## src/core/cesh_regs.svh

```systemverilog
// offsets, field positions, reset values for the channel / sync config block
// assumes byte-wide registers on a plain strobe port, one clock
// Operation
// - single bit disables channels B, C, D
// - second pair bit gates channels C, D
// - first pair bit gates channels A, B
// - pair off halves lanes and converters
// - odd full lane count adds tail bits while a pair is off
// - first pair off moves C, D forward
// - sync select picks CRC-12 or FEC word
// - sync select only used in 64B/66B formats
// - command fields always zero, idle headers
`ifndef CESH_REGS_SVH
`define CESH_REGS_SVH
`define CESH_ADDR_W 12
`define CESH_OFF_PAIR 12'h209
`define CESH_OFF_SYNC 12'h20f
`define CESH_RST_PAIR 8'h03
`define CESH_RST_SYNC 8'h00
`define CESH_BIT_FIRST 0
`define CESH_BIT_SECOND 1
`define CESH_BIT_LONE 2
`define CESH_PAIR_MASK 8'h07
`define CESH_SYNC_MASK 8'h03
`define CESH_SH_CRC 2'h0
`define CESH_SH_FEC 2'h2
`define CESH_SYNC_WORD_W 32
`endif

```

## src/core/cesh_pkg.sv

```systemverilog
// types shared by the channel / sync config block
// assumes the constants header beside it
package cesh_pkg;
   // sync word content selection
   typedef enum logic [1:0] {
      CESH_WORD_CRC,
      CESH_WORD_FEC,
      CESH_WORD_NONE
   } cesh_word_e;
   // per-channel enables, a..d
   typedef struct packed {
      logic ch_d;
      logic ch_c;
      logic ch_b;
      logic ch_a;
   } cesh_chan_s;
   // link shape handed to the transmitter
   typedef struct packed {
      logic [3:0] lanes;
      logic [3:0] convs;
      logic tail_pad;
      logic swap_cd;
   } cesh_shape_s;
endpackage

```

## src/core/cesh_shape.sv

```systemverilog
// derives link lane / converter counts from the enables
// assumes full-mode counts arrive as stable inputs
module cesh_shape #(
   parameter int CNT_W = 4
) (
   input wire logic [CNT_W-1:0] full_lanes,
   input wire logic [CNT_W-1:0] full_convs,
   input wire logic pair_off,
   output logic [CNT_W-1:0] lanes,
   output logic [CNT_W-1:0] convs,
   output logic tail_pad
);
   // refuse a width that cannot hold any count
   if (CNT_W < 2) begin : g_bad_width
      $error("cesh_shape width too small");
   end
   always_comb begin
      if (pair_off) begin
         lanes = (full_lanes >> 1) + {{(CNT_W-1){1'b0}}, full_lanes[0]};
         convs = full_convs >> 1;
      end else begin
         lanes = full_lanes;
         convs = full_convs;
      end
   end
   assign tail_pad = pair_off & full_lanes[0];
endmodule

```

## src/core/cesh_top.sv

```systemverilog
// register bank: channel pair enables and 64B/66B sync word select
// assumes host drives one-cycle strobes; read data one cycle later
`include "cesh_regs.svh"
module cesh_top #(
   parameter int CNT_W = 4
) (
   input wire logic ref_clk,
   input wire logic nrst,
   input wire logic clk_en,
   input wire logic [`CESH_ADDR_W-1:0] addr,
   input wire logic [7:0] wdata,
   input wire logic wr_stb,
   input wire logic rd_stb,
   output logic [7:0] rdata,
   input wire logic link_format_64b66b,
   input wire logic [CNT_W-1:0] full_lanes,
   input wire logic [CNT_W-1:0] full_convs,
   output cesh_pkg::cesh_chan_s chan_en,
   output cesh_pkg::cesh_shape_s link_shape,
   output cesh_pkg::cesh_word_e sync_word,
   output logic [`CESH_SYNC_WORD_W-1:0] cmd_field
);
   import cesh_pkg::*;
   // refuse widths the shape struct cannot carry
   if (CNT_W != 4) begin : g_bad_width
      $error("cesh_top supports CNT_W of 4 only");
   end
   logic [7:0] channel_pair_enable_q; // pair enables register
   logic [7:0] sync_header_select_q; // sync select register
   logic [CNT_W-1:0] lanes_w; // derived lane count
   logic [CNT_W-1:0] convs_w; // derived converter count
   logic tail_w; // derived tail flag
   logic first_pair_enable; // a/b field
   logic second_pair_enable; // c/d field
   logic lone_channel_mode; // single channel field
   logic pair_off; // either pair disabled
   assign first_pair_enable = channel_pair_enable_q[`CESH_BIT_FIRST];
   assign second_pair_enable = channel_pair_enable_q[`CESH_BIT_SECOND];
   assign lone_channel_mode = channel_pair_enable_q[`CESH_BIT_LONE];
   assign pair_off = ~first_pair_enable | ~second_pair_enable;
   // pair enable register writes; reserved bits stay zero
   always_ff @(posedge ref_clk) begin
      if (!nrst) begin
         channel_pair_enable_q <= `CESH_RST_PAIR;
      end else if (clk_en && wr_stb && addr == `CESH_OFF_PAIR) begin
         channel_pair_enable_q <= wdata & `CESH_PAIR_MASK;
      end
   end
   // sync select register writes; reserved bits stay zero
   always_ff @(posedge ref_clk) begin
      if (!nrst) begin
         sync_header_select_q <= `CESH_RST_SYNC;
      end else if (clk_en && wr_stb && addr == `CESH_OFF_SYNC) begin
         sync_header_select_q <= wdata & `CESH_SYNC_MASK;
      end
   end
   // read path, unmapped reads zero
   always_ff @(posedge ref_clk) begin
      if (!nrst) begin
         rdata <= 8'h00;
      end else if (clk_en) begin
         if (rd_stb && addr == `CESH_OFF_PAIR) begin
            rdata <= channel_pair_enable_q;
         end else if (rd_stb && addr == `CESH_OFF_SYNC) begin
            rdata <= sync_header_select_q;
         end else begin
            rdata <= 8'h00;
         end
      end
   end
   // channel enables from the pair bits
   always_ff @(posedge ref_clk) begin
      if (!nrst) begin
         chan_en <= 4'hf;
      end else if (clk_en) begin
         chan_en.ch_a <= first_pair_enable;
         // lone channel kills b, c, d
         chan_en.ch_b <= first_pair_enable & ~lone_channel_mode;
         chan_en.ch_c <= second_pair_enable & ~lone_channel_mode;
         chan_en.ch_d <= second_pair_enable & ~lone_channel_mode;
      end
   end
   // lane / converter scaling helper
   cesh_shape #(.CNT_W(CNT_W)) u_shape (
      .full_lanes(full_lanes),
      .full_convs(full_convs),
      .pair_off(pair_off),
      .lanes(lanes_w),
      .convs(convs_w),
      .tail_pad(tail_w)
   );
   // registered link shape
   always_ff @(posedge ref_clk) begin
      if (!nrst) begin
         link_shape <= '0;
      end else if (clk_en) begin
         link_shape.lanes <= lanes_w;
         link_shape.convs <= convs_w;
         link_shape.tail_pad <= tail_w;
         link_shape.swap_cd <= ~first_pair_enable;
      end
   end
   // sync word content
   always_ff @(posedge ref_clk) begin
      if (!nrst) begin
         sync_word <= CESH_WORD_NONE;
      end else if (clk_en) begin
         if (!link_format_64b66b) begin
            sync_word <= CESH_WORD_NONE;
         end else begin
            case (sync_header_select_q[1:0])
               `CESH_SH_CRC: sync_word <= CESH_WORD_CRC;
               `CESH_SH_FEC: sync_word <= CESH_WORD_FEC;
               default: sync_word <= CESH_WORD_NONE;
            endcase
         end
      end
   end
   always_ff @(posedge ref_clk) begin
      cmd_field <= '0;
   end
endmodule

```

## config.mk

```make
export PLATFORM = sky130hd
export DESIGN_NAME = cesh_top
export DESIGN_NICKNAME = d
export VERILOG_FILES = /design/src/core/cesh_pkg.sv /design/src/core/cesh_shape.sv /design/src/core/cesh_top.sv
export VERILOG_INCLUDE_DIRS = /design/src /design/src/core
export SDC_FILE = /design/constraint.sdc
export NUM_CORES = 1
export LEC_CHECK = 0
export BUFFER_PORTS_ARGS = -buffer_cell sky130_fd_sc_hd__buf_2
export CAP_MARGIN = 20
export CORE_ASPECT_RATIO = 1.25
export CORE_MARGIN = 2
export CORE_UTILIZATION = 47
export CTS_BUF_LIST = sky130_fd_sc_hd__clkbuf_8
export CTS_CLUSTER_DIAMETER = 100
export CTS_CLUSTER_SIZE = 30
export DETAILED_ROUTE_END_ITERATION = 6
export PLACE_DENSITY_LB_ADDON = 0.3
export SLEW_MARGIN = 25
export SYNTH_ARGS = -nofsm -noshare
export SYNTH_HDL_FRONTEND = slang
export SYNTH_HIERARCHICAL = 1
export SYNTH_SLANG_ARGS = --single-unit
```

## constraint.sdc

```tcl
create_clock -name ref_clk -period 2.7 [get_ports ref_clk]
set_clock_uncertainty 0.15 [all_clocks]
set_input_delay 0.27 -clock ref_clk [delete_from_list [all_inputs] [get_ports ref_clk]]
set_output_delay 0.27 -clock ref_clk [all_outputs]
set_load 0.03 [all_outputs]
```

# ---- Word level (Yosys, flattened, before mapping)
# Index checks and enable logic that the tools add are counted.
dict set report word_totals {
  regBits 28
  wordCells 34
}
dict set report op_classes {
  n_bitwise 7
  n_reduce_logical 6
  n_addsub 1
  eq_ne 3
  muxes 6
}
# op n
set op_table {}
lappend op_table {{== test 12 x 10 -> 1 bit (second input constant)} 2}
lappend op_table {{2-to-1 mux 4 bit} 2}
lappend op_table {{logical AND 1 bit} 5}
lappend op_table {{adder 3 x 1 -> 4 bit} 1}
lappend op_table {{2-to-1 mux 2 bit} 2}
lappend op_table {{case mux 2 bit (2 select lines)} 1}
lappend op_table {{bitwise AND 1 bit} 3}
lappend op_table {{2-to-1 mux 3 bit} 1}
lappend op_table {{inverter 1 bit} 3}
lappend op_table {{== test 2 bit (second input constant)} 1}
lappend op_table {{zero test 2 bit} 1}
lappend op_table {{bitwise OR 1 bit} 1}

# ---- Depth between registers and ports, before layout
# Gate-level depths: netlist of run 1.
dict set report depth {
  word_depth 4
  depth_mapped 6
  ltp_nobuf 6
}

# ---- Cells and area by module
# Netlist of run 1, hierarchy kept.
# module cells_per_inst area_per_inst_um2 seq_area_each_um2 n_inst
set by_module_without_submodules {}
lappend by_module_without_submodules {cesh_top 140 1272.5 460.4 1}
lappend by_module_without_submodules {cesh_shape 15 156.4 0.0 1}

# ---- Worst setup path after synthesis of run 1
# No wires, ideal clock.
dict set report synth_path {
  kind {input -> register}
  from {in addr[5]}
  to {reg channel_pair_enable_q[0]}
  stages 3
  path_slack_ns 1.023
  n_path_buf 0
  arrival_time_ns 1.448
  cell_sequence {or4b_4 or4_1 o211ai_1}
}
dict set report synth_via {
  elab_chain_len 2
}
# item line_no
set synth_rtl {}
lappend synth_rtl {{start, declared} cesh_top.sv:10} ;# input wire logic [`CESH_ADDR_W-1:0] addr,
lappend synth_rtl {{== test 12 x 10 -> 1 bit (no line)} -}
lappend synth_rtl {{logical AND 1 bit (no line)} -}
lappend synth_rtl {{end signal, assigned} cesh_top.sv:44} ;# channel_pair_enable_q <= `CESH_RST_PAIR;
lappend synth_rtl {{end signal, assigned} cesh_top.sv:46} ;# channel_pair_enable_q <= wdata & `CESH_PAIR_MASK;
lappend synth_rtl {{end, declared} cesh_top.sv:28} ;# logic [7:0] channel_pair_enable_q;
# Every way passes these cells.
# A chain may end at the register's enable or synchronous reset.

# ---- Worst setup path in the final report of run 1
dict set report layout_path {
  from {in addr[5]}
  to {reg sync_header_select_q[1]}
}
dict set report layout_via {
  elab_chain_len 2
}
# item line_no
set layout_rtl {}
lappend layout_rtl {{== test 12 x 10 -> 1 bit (no line)} -}
lappend layout_rtl {{logical AND 1 bit (no line)} -}
lappend layout_rtl {{end signal, assigned} cesh_top.sv:52} ;# sync_header_select_q <= `CESH_RST_SYNC;
lappend layout_rtl {{end signal, assigned} cesh_top.sv:54} ;# sync_header_select_q <= wdata & `CESH_SYNC_MASK;
lappend layout_rtl {{end, declared} cesh_top.sv:29} ;# logic [7:0] sync_header_select_q;
# Every way passes these cells.

==> results summary, run 1 <==
Routability-driven placement finished with a final weighted congestion of between 0.7 and 0.8. The number of antenna cells inserted is 0. The flow ran to the end, and the final reports show no timing, DRC or antenna violations. After routing, the total negative slack on setup checks comes to 0 ns. The routed wire length per instance is around 11 um.

The number of enable-type register cells in the synthesized netlist came out at 0. The share of flip-flops with an asynchronous set or reset is 0. CTS built an H-tree with a depth of 1. The number of iterations in the first detailed-routing pass came out at 4. For this run, the number of Yosys warnings is 6. For this run, the register share of the synthesized area comes to 0.322. Of the total synthesized cell area, the portion taken by full adders, half adders and majority gates is 0.0175. The die is approximately 53 um wide. The slew of the pin with the lowest slew margin came out at around 0.6 ns. The compound-gate portion of the synthesized area came out at 0.0753. The power per cell area is between 400 and 500 nW/um^2. The dominant synthesized flop cell is sky130_fd_sc_hd__dfxtp_1. The number of CTS-inserted buffers came out at 3. After synthesis, the share of cell area in mux cells is 0.137. The effective utilization at floorplan is 0.490. TritonCTS built the clock tree. The design draws approximately 740 uW. The achievable clock frequency is 600 MHz.

The number of antenna violations at the first check in global routing was 0. The combined global-route utilization of all metal layers came out at 0.141. The vertical die dimension is between 60 and 70 um. Setup repair after global routing left no endpoint under its margin.

The simple-gate portion of the synthesized area is 0.214. Among all stages on the critical path, the largest delay is contributed by sky130_fd_sc_hd__or4b_4. The multi-input combinational cells in the finished layout cover a total of a little under 800 um^2.

The die covers around 3500 um^2. The post-placement setup slack is 0.768 ns. STA classifies the critical path startpoint as an input pin. The tool flagged a number of max-cap violations equal to 0. The final clock period utilization by the worst path came out at 0.617. After layout, the worst setup slack is around 1.0 ns. The average footprint of a synthesized cell is between 9 and 10 um^2. Once the clock tree was built, the setup fixing pass inserted 0 buffers. The arrival time reported for the critical path endpoint came out at 1.71 ns. Clock tree synthesis found a total of 23 sinks. The number of I/O port buffers is 47. For this design the static power due to leakage is between 0.0007 and 0.0008 uW. Pin placement for this block handled 90 I/O pins. The worst hold path belongs to the class input pin to register. Counting instances in the post-synthesis netlist gives the leading cell types as 38 x sky130_fd_sc_hd__buf_4, 23 x sky130_fd_sc_hd__dfxtp_1, 13 x sky130_fd_sc_hd__nand2_1. The final max-slew violation count came out at 0. Counting the fill cells in the layout gives between 200 and 300.

In this run the remaining antenna-violating nets after routing total 0. After synthesis the netlist holds a flip-flop and latch count of 23. Measured against its own limit, the worst slew margin works out to 0.607.

The type of the setup path with the least slack is input pin to register. The final number of hold-violating endpoints came to 0. The placeable core region came out at just under 3000 um^2. The global-route wire length before repair came out at roughly 3.8 mm. For this run the aggregate overflow at the end of global routing stands at 0. The number of vias after detailed routing is ~1100. The main combinational cell family by area after synthesis is buffers and inverters. After clock tree synthesis, the clock-pin slew on the worst setup and hold paths is 0.08 ns.

Summing every instance area after synthesis gives roughly 1400 um^2. The worst path needs ~1.7 ns of the cycle, external delays included. After floorplanning, the core was divided into 22 placement rows. The critical path data required time came out at roughly 2.7 ns. The fraction of layout instances using a drive strength above 1 came out at 0.300.

Hold repair after CTS inserted 0 buffers. The via count of the first global-routing pass came to between 900 and 1000. In the routed design, unresolved DRC markers number 0.

The net count of the finished layout is ~240. The number of DRC violations after detailed-routing iteration 0 came out at 6. The HPWL after detailed placement is 2.05 mm.

The final setup violation count came out at 0. The number of placed cells counting well taps came out at approximately 230. The worst voltage drop across the vdd grid came out at between 0.3 and 0.4 mV. The maximum buffer depth of the clock tree came out at 2. The signal on the critical path passes through buf_2, or4b_4, nor4_1, mux2i_1. The clock reaches the later pin of the worst-skew pair after between 0.2 and 0.3 ns. Entering global routing, the biggest net connects 25 pins. The synthesized design spends more area on one cell type than any other, namely sky130_fd_sc_hd__dfxtp_1. The tree is rooted in a sky130_fd_sc_hd__clkbuf_8. The relative area change from synthesis to final layout came out at 11.0%.

The most used standard cell by instance count after synthesis is sky130_fd_sc_hd__buf_4. The detail-routed via count per cell came out at 4.68. The worst setup path is captured at a register. The count of mapped cells out of synthesis is 155. The synthesized netlist contains 35 unique library cells.

Wires add up to ~2.5 mm. Yosys attributes the largest share of cell area to sky130_fd_sc_hd__dfxtp_1 32%, sky130_fd_sc_hd__buf_4 20%, sky130_fd_sc_hd__mux2i_1 8.4%, sky130_fd_sc_hd__mux2_4 5.3%, sky130_fd_sc_hd__nor2b_1 4.4%. The total area of sequential cells is around 460 um^2.

Along the worst path, the maximum fanout reaches 5. The post-route non-filler standard cell count came out at 236. The maximum cell stage delay along the critical path came out at between 0.5 and 0.6 ns.

The post-synthesis share of cell area spent on xor and xnor gates came out at 0.00613. The area share of the largest cell type after synthesis came out at 0.322. The number of gates resized after CTS came out at 0.
-- placed cells by master, fill, tap and decap left out, types with 4 or more instances in the layout --
| cell type | instances |
|---|---|
| sky130_fd_sc_hd__mux2_4 | 5 |
| sky130_fd_sc_hd__nand2b_1 | 4 |
| sky130_fd_sc_hd__nand2_1 | 13 |
| sky130_fd_sc_hd__mux2i_1 | 12 |
| sky130_fd_sc_hd__buf_2 | 47 |
| sky130_fd_sc_hd__dfxtp_1 | 23 |
| sky130_fd_sc_hd__nand3b_1 | 4 |
| sky130_fd_sc_hd__nor2b_1 | 10 |
| sky130_fd_sc_hd__conb_1 | 37 |
-- cell type report --
class                           count  share of cell area
Multi-Input combinational cell    122               0.492
Sequential cell                    23               0.290
Timing Repair Buffer               48               0.153
Tap cell                           36              0.0284
Clock buffer                        3              0.0260
Inverter                            3             0.00710
Clock inverter                      1             0.00315
-- sequential cells by signal (all words and copies together) (netlist names) --
signal and flops:
sync_word 2, sync_header_select_q 2, channel_pair_enable_q 3, chan_en 3, rdata 3, link_shape 10
-- critical path: cells and delay by family --
family / cells / cell delay [ns]
muxes: 1 / 0.24
and+or+nand+nor: 2 / 1.08
buffers and inverters: 1 / 0.11
-- metal layers --
layer / track usage / wire, um
met1: 0.157 / 1020
met2: 0.250 / 1280
met3: 0.0295 / 189
met4: 0.0577 / 27
met5: 0 / 0
-- power breakdown --
part | internal [uW] | switching [uW] | total [uW]
clock | 103 | 101 | 204
sequential | 350 | 5.02 | 355
combinational | 50.1 | 132 | 182
total | 503 | 238 | 741
-- through the flow --
stage	cell area [um^2]	utilization	hold WS [ns]
finish	1590	0.544	0.102
detailed placement	1540	0.528	0.295
global placement	1540	0.528	0.283
floorplan	1560	-	0.262
global route	1590	0.544	0.109
CTS	1590	0.544	0.0935
-- worst paths after layout --
path | start | cells after the start | to | slack, ns
min | wdata[2] | 3 | channel_pair_enable_q[2] | 0.10
min reg2reg | rdata[2] | 2 | rdata[2] | 0.30
max | addr[5] | 4 | sync_header_select_q[1] | 1.03
max reg2reg | channel_pair_enable_q[0] | 4 | link_shape[2] | 1.15
-- kinds of logic (layout without fill, tap and decap cells) --
family / after synthesis / count (layout)
flops: 23 / 23
simple gates: 49 / 49
other cells: 1 / 37
buf+inv: 46 / 55
fa+ha+maj: 2 / 2
mux: 17 / 17
xor+xnor: 1 / 1
compound gates: 16 / 16
No activity file was read; power rests on OpenSTA's default activity.
==> run 2: changes to the inputs <==
ABC_AREA = 1   (was not set)
CORE_UTILIZATION = 39   (was 47)
clock period = 1.35 ns   (was 2.7 ns; I/O delays follow)
==> results summary, run 2 <==
The vertical die dimension is 71.3 um (was 65.6 um). The post-synthesis share of cell area spent on xor and xnor gates was 0 (was 0.00613). The clock root buffer is sky130_fd_sc_hd__clkbuf_8 (unchanged). The fraction of layout instances using a drive strength above 1 was 0.252 (was 0.300). The slowest library cell on the worst path is sky130_fd_sc_hd__dfxtp_1 (was sky130_fd_sc_hd__or4b_4).

The total area of multi-input combinational cells is 681 um^2 (was 781 um^2). Leading cell types in the layout, fill and taps excluded: 47 x sky130_fd_sc_hd__buf_2, 39 x sky130_fd_sc_hd__nand2_1, 37 x sky130_fd_sc_hd__conb_1 (was 47 x sky130_fd_sc_hd__buf_2, 37 x sky130_fd_sc_hd__conb_1, 23 x sky130_fd_sc_hd__dfxtp_1). The via count of the first global-routing pass came to 1097 (was 967). The power per cell area is 950 nW/um^2 (was 467 nW/um^2).

The global-route congestion overflow total is 0 (unchanged). The number of sinks driven by the clock tree is 23 (unchanged). The clock latency on the worst-skew pair is 0.26 ns (about the same). The final max-slew violation count was 0 (unchanged). The main combinational cell family by area after synthesis is simple AND/OR/NAND/NOR gates (was buffers and inverters). The number of flip-flops in the largest register is 10 (unchanged).

The final RePlAce weighted congestion is 0.739 (was 0.782). The combined global-route utilization of all metal layers is 0.138 (was 0.141). The worst voltage drop across the vdd grid was 0.551 mV (was 0.314 mV). The number of placement rows came to 24 (was 22). The post-synthesis sequential element count was 23 (unchanged). The post-route non-filler standard cell count is 289 (was 236).

The leakage power of the design came to 0.000904 uW (was 0.000780 uW). The routed wire length per instance is 9.10 um (was 10.6 um). The post-synthesis instance area is 1410 um^2 (was 1430 um^2). Ranking of synthesized cells by instance count: 40 x sky130_fd_sc_hd__buf_4, 39 x sky130_fd_sc_hd__nand2_1, 34 x sky130_fd_sc_hd__nor2_1 (was 38 x sky130_fd_sc_hd__buf_4, 23 x sky130_fd_sc_hd__dfxtp_1, 13 x sky130_fd_sc_hd__nand2_1). The share of the yosys chip area belonging to registers came out at 0.326 (was 0.322). The total area of sequential cells is 460 um^2 (unchanged). The number of H-tree branching levels is 1 (unchanged).

Top post-synthesis cells by area: sky130_fd_sc_hd__dfxtp_1 33%, sky130_fd_sc_hd__buf_4 21%, sky130_fd_sc_hd__nand2_1 10%, sky130_fd_sc_hd__nor2_1 9.0%, sky130_fd_sc_hd__o21ai_1 4.3% (was sky130_fd_sc_hd__dfxtp_1 32%, sky130_fd_sc_hd__buf_4 20%, sky130_fd_sc_hd__mux2i_1 8.4%, sky130_fd_sc_hd__mux2_4 5.3%, sky130_fd_sc_hd__nor2b_1 4.4%). The sum of negative setup slack is 0 ns (unchanged). The arrival time reported for the critical path endpoint is 1.21 ns (was 1.71 ns). The number of vias after detailed routing is 1217 (was 1105).

The count of mapped cells out of synthesis came out at 201 (was 155). The detail-routed via count per cell came to 4.21 (was 4.68). The largest net degree at the start of global routing is 15 (was 25). The count of cell types in the netlist is 24 (was 35). The launching element type of the critical path was a register (was input pin). The most repeated library cell on the critical path is sky130_fd_sc_hd__nand2_1.

The number of I/O port buffers is 47 (unchanged). The HPWL after detailed placement is 2.11 mm (was 2.05 mm). The total wirelength of the detailed-routed design is 2.63 mm (was 2.51 mm). The maximum fanout count along the critical path is 10 (was 5). The effective utilization at floorplan is 0.405 (was 0.490). The register with the highest flop count is link_shape (unchanged).

The final setup violation count is 0 (unchanged). The element type at the critical path end is a register (unchanged). The number of gates resized after CTS came out at 0 (unchanged). The relative area change from synthesis to final layout is 12.8% (was 11.0%). Setup repair after global routing missed its margin: no (unchanged).

The number of iterations in the first detailed-routing pass came out at 4 (unchanged). The total DRC errors in the routed layout came to 0 (unchanged). The compound-gate portion of the synthesized area is 0.0691 (was 0.0753). Ordered list of cells on the worst path: nand2_1, buf_4, nand2_1, nand2_1, nor2_1, nor2_1 (was buf_2, or4b_4, nor4_1, mux2i_1). The final number of hold-violating endpoints is 0 (unchanged). The maximum buffer depth of the clock tree came to 2 (unchanged). The most frequent standard cell in the layout excluding fill and tap cells is sky130_fd_sc_hd__buf_2 (unchanged).

Dividing the final minimum period by the clock period gives 0.893. The number of DRC violations after detailed-routing iteration 0 came out at 40 (was 6). The clock tree from TritonCTS is done (unchanged). The number of CTS-inserted buffers is 3 (unchanged). The number of enable-type register cells in the synthesized netlist was 0 (unchanged). The count of yosys warnings during synthesis is 6 (unchanged). The number of top-level design ports came out at 90 (unchanged). The number of antenna cells inserted is 0 (unchanged). The post-layout utilization of the core is 0.457 (was 0.544). The worst hold slack after final layout is 0.00873 ns (was 0.102 ns).

The post-layout net count came out at 287 (was 237). The area of the die is 4120 um^2 (was 3500 um^2). The clock slew at the register clock pins of the worst setup and hold paths is 0.08 ns (about the same). The critical path data required time is 1.36 ns (was 2.74 ns). The post-synthesis mux area share is 0 (was 0.137). The placeable core region came out at 3480 um^2 (was 2920 um^2). The number of filler cells placed in the layout came out at 390 (was 297). The count of max-cap constraint violations is 0 (unchanged). The number of antenna violations at the first check in global routing was 0 (unchanged). The kind of path behind the tightest hold check is input pin to register (unchanged). The adder-cell share of the synthesized area came out at 0.0177 (was 0.0175). The average footprint of a synthesized cell came to 7.02 um^2 (was 9.22 um^2). The share of flip-flops with an asynchronous set or reset is 0 (unchanged). The achievable clock frequency is just over 800 MHz.

The dominant synthesized flop cell is sky130_fd_sc_hd__dfxtp_1 (unchanged). The simple-gate portion of the synthesized area came to 0.297 (was 0.214). The most area-hungry cell type in the Yosys netlist is sky130_fd_sc_hd__dfxtp_1 (unchanged). The number of placed cells counting well taps came out at 282 (was 232). The most used standard cell by instance count after synthesis is sky130_fd_sc_hd__buf_4 (unchanged). Run status: finished, final reports clean (unchanged). The area share of the largest cell type after synthesis came out at 0.326 (was 0.322). The time the final worst path needs with I/O delays and setup is between 1 and 1.5 ns.

The remaining antenna violation count is 0 (unchanged). The die boundary width came to 57.8 um (was 53.3 um). The type of the setup path with the least slack is register to register (was input pin to register). The maximum cell stage delay along the critical path came out at 0.40 ns (was 0.56 ns). The number of buffers added for setup after CTS was 0 (unchanged).

The global-route wire length before repair came out at 4.53 mm (was 3.77 mm). The count of hold buffers inserted by post-cts repair is 3 (was 0).
[run 2: changes by cell type in the layout (fill, tap and decap cells not counted), sizes merged, moves of 4 or more]
cell / change
inv: +15
mux2: -5
mux2i: -12
nand2: +27
nand2b: -4
nand3: +9
nand3b: -4
nand4: +8
nor2: +33
nor2b: -10
o21ai: +9
[run 2: path summary, 6_finish.rpt]
check / startpoint / endpoint / slack (ns) / depth (start not counted)
max: channel_pair_enable_q[1] / link_shape[2] / 0.14 / 6
min: link_format_64b66b / sync_word[0] / 0.009 / 3
max reg2reg: channel_pair_enable_q[1] / link_shape[2] / 0.14 / 6
min reg2reg: sync_word[1] / sync_word[1] / 0.31 / 2
[run 2: metrics by stage]
step	power [uW]	cell area [um^2]	worst slack, ns
after floorplan	1110	1550	0.268
after global placement	1120	1520	0.0967
after detailed placement	1120	1520	0.0949
after CTS	1530	1590	0.143
after global routing	1600	1590	0.0419
final	1510	1590	0.145
[run 2: critical path, delay by kind of cell (launching register included)]
family	cells	cell delay, ns
DFF	1	0.40
and+or+nand+nor	5	0.37
buffers and inverters	1	0.18
[run 2: cell families (layout without fill, tap and decap cells)]
group	after synthesis	in the layout
fa+ha+maj	2	2
simple gates	96	96
compound gates	18	18
other cells	1	37
flops	23	23
buf+inv	61	74
[run 2: where the power goes]
group	leakage [uW]	internal (uW)	total, uW	switching [uW]
sequential	0.000189	707	721	13.8
clock	0.0000269	203	407	204
combinational	0.000688	92.5	385	292
[run 2: routing by layer]
metal,wire (um),vias up,track usage
met5,0,-,0
met1,1060,501,0.159
li1,-,655,-
met2,1330,57,0.254
met4,30,0,0.0465
met3,209,4,0.0217
[run 2: cell type report]
class / count / area share
well taps: 39 / 0.0307
flip-flops and latches: 23 / 0.289
repair buffers: 53 / 0.181
inverters: 17 / 0.0432
multi-input cells: 153 / 0.428
clock buffers: 3 / 0.0259
clock inverters: 1 / 0.00236
==> run 3: changes to the inputs <==
CORE_UTILIZATION = 38   (was 39)
CTS_BUF_LIST = not set   (was sky130_fd_sc_hd__clkbuf_8)
clock period = 1.1 ns   (was 1.35 ns; I/O delays follow)
==> results summary, run 3 (synthesis gave the netlist of run 2 again) <==
The global-route wire length before repair is 4.35 mm (was 4.53 mm). The power per cell area is 1120 nW/um^2 (was 950 nW/um^2). The number of flip-flops in the largest register is 10 (unchanged). The number of antenna violations at the first check in global routing is 0 (unchanged).

The critical path data required time came to 1.11 ns (was 1.36 ns). The number of vias after detailed routing came to 1238 (was 1217). The global-route congestion overflow total came to 0 (unchanged).

The type of the setup path with the least slack is register to register (unchanged). The die boundary width is 58.5 um (was 57.8 um). The kind of path behind the tightest hold check was input pin to register (unchanged). The number of CTS-inserted buffers is 3 (unchanged).

Setup repair after global routing missed its margin: yes (was no). The final clock period utilization by the worst path came out at 0.975 (was 0.893). The reg-to-reg setup timing slack is 0.03 ns (was 0.14 ns). The maximum buffer depth of the clock tree was 2 (unchanged). The detail-routed via count per cell is 4.20 (was 4.21). The sum of negative setup slack was 0 ns (unchanged). The depth of the worst register-to-register path is 7 (was 6). The achievable clock frequency is 933 MHz (was 830 MHz).

The maximum fanout count along the critical path is 10 (unchanged). The effective utilization at floorplan is 0.402 (was 0.405). The time the final worst path needs with I/O delays and setup is 1.07 ns (was 1.21 ns).

The combined global-route utilization of all metal layers came out at 0.132 (was 0.138). The clock latency on the worst-skew pair came out at 0.26 ns (about the same). The number of DRC violations after detailed-routing iteration 0 is 34 (was 40). The area of the die is 4220 um^2 (was 4120 um^2). The element type at the critical path end is a register (unchanged). The number of sinks driven by the clock tree is 23 (unchanged). The number of placement rows came out at 24 (unchanged).

The fraction of layout instances using a drive strength above 1 was 0.301 (was 0.252). The via count of the first global-routing pass came to 1049 (was 1097). The post-layout utilization of the core came out at 0.481 (was 0.457). Ordered list of cells on the worst path: nand2_2, buf_12, inv_8, nand2_1, nand2_1, nor2_1, nor2_1 (was nand2_1, buf_4, nand2_1, nand2_1, nor2_1, nor2_1). The launching element type of the critical path is a register (unchanged). The leakage power of the design came out at 0.000934 uW (was 0.000904 uW). The worst flop-to-flop path endpoint is link_shape[8] (was link_shape[2]).

The timing startpoint of the critical path is channel_pair_enable_q[1] (unchanged). The final setup violation count came out at 0 (unchanged). The number of antenna cells inserted is 0 (unchanged).

The maximum cell stage delay along the critical path is 0.33 ns (was 0.40 ns). The total DRC errors in the routed layout came out at 0 (unchanged). The final number of hold-violating endpoints was 0 (unchanged). The slowest library cell on the worst path was sky130_fd_sc_hd__dfxtp_2 (was sky130_fd_sc_hd__dfxtp_1). The relative area change from synthesis to final layout came out at 19.7% (was 12.8%). The end of the critical path is link_shape[8] (was link_shape[2]). The post-layout net count came out at 293 (was 287).

The final RePlAce weighted congestion came out at 0.755 (was 0.739). The total wirelength of the detailed-routed design came out at 2.72 mm (was 2.63 mm). The number of I/O port buffers came out at 47 (unchanged). The most frequent standard cell in the layout excluding fill and tap cells is sky130_fd_sc_hd__buf_2 (unchanged). The placed instance area is 1570 um^2 (was 1520 um^2). The clock root buffer was sky130_fd_sc_hd__clkbuf_8 (unchanged). The worst voltage drop across the vdd grid is 0.826 mV (was 0.551 mV). The clock tree from TritonCTS is done (unchanged).

The worst hold slack after final layout came out at 0.0121 ns (was 0.00873 ns). The final max-slew violation count came out at 0 (unchanged). The overall power came out at 1900 uW (was 1510 uW). Run status: finished, final reports clean (unchanged). The count of max-cap constraint violations came to 0 (unchanged). The clock slew at the register clock pins of the worst setup and hold paths is 0.08 ns (about the same). The register with the highest flop count is link_shape (unchanged). The arrival time reported for the critical path endpoint came out at 1.08 ns (was 1.21 ns). The post-route cell area is 1690 um^2 (was 1590 um^2). The number of buffers added for setup after CTS was 0 (unchanged). The routed wire length per instance came out at 9.22 um (was 9.10 um).

The placeable core region is 3510 um^2 (was 3480 um^2). The startpoint of the worst register-to-register path is channel_pair_enable_q[1] (unchanged). Leading cell types in the layout, fill and taps excluded: 39 x sky130_fd_sc_hd__buf_2, 37 x sky130_fd_sc_hd__conb_1, 36 x sky130_fd_sc_hd__nand2_1 (was 47 x sky130_fd_sc_hd__buf_2, 39 x sky130_fd_sc_hd__nand2_1, 37 x sky130_fd_sc_hd__conb_1).

The HPWL after detailed placement is 2.16 mm (was 2.11 mm). The number of top-level design ports is 90 (unchanged). The vertical die dimension is 72.1 um (was 71.3 um). The number of iterations in the first detailed-routing pass is 4 (unchanged). The number of H-tree branching levels is 1 (unchanged). The remaining antenna violation count came to 0 (unchanged). The largest net degree at the start of global routing is 15 (unchanged).
==> run 3: timing repair <==
| item | CTS | global route |
|---|---|---|
| endpoints found under the hold margin | 7 | 0 |
| setup endpoints to repair | 4 | 16 |
| hold buffers | 4 | 0 |
| gates resized for setup | 3 | 20 |
| pin swaps | 1 | 4 |
==> run 3: critical path, delay by kind of cell, from the launching register on <==
family | cells | cell delay (ns)
flops | 1 | 0.33
simple gates | 5 | 0.32
buf+inv | 2 | 0.17
==> run 3: how the worst min path moves through the flow <==
stage,end,startpoint,cells after the start,slack (ns)
floorplan,channel_pair_enable_q[2],wdata[2],2,0.09
global placement,channel_pair_enable_q[2],wdata[2],3,0.20
detailed placement,channel_pair_enable_q[2],wdata[2],3,0.20
CTS,chan_en[2],nrst,2,0.01
global route,chan_en[2],nrst,2,0.03
finish,chan_en[2],nrst,2,0.01
==> run 3: metrics by stage <==
stage	cells	setup slack, ns
floorplan	237	0.0434
global placement	287	-0.110
detailed placement	287	-0.125
CTS	295	0.000934
global route	295	-0.0679
finish	295	0.0280
==> run 3: power by group <==
part / internal, uW / switching, uW / total (uW)
logic: 132 / 363 / 495
clock network: 253 / 264 / 517
registers: 868 / 17.2 / 885
==> run 3: final cells by class <==
cell class                      count  area, um^2
Inverter                           17        71.3
Sequential cell                    23         464
Fill cell                         386        1820
Clock buffer                        3        41.3
Tap cell                           39        48.8
Timing Repair Buffer               59         368
Clock inverter                      1        5.00
Multi-Input combinational cell    153         691
==> run 3: per-layer routing <==
metal	global-route usage	wire length, um
met5	0	0
met4	0.0465	31
met3	0.0250	211
met2	0.227	1320
met1	0.161	1150
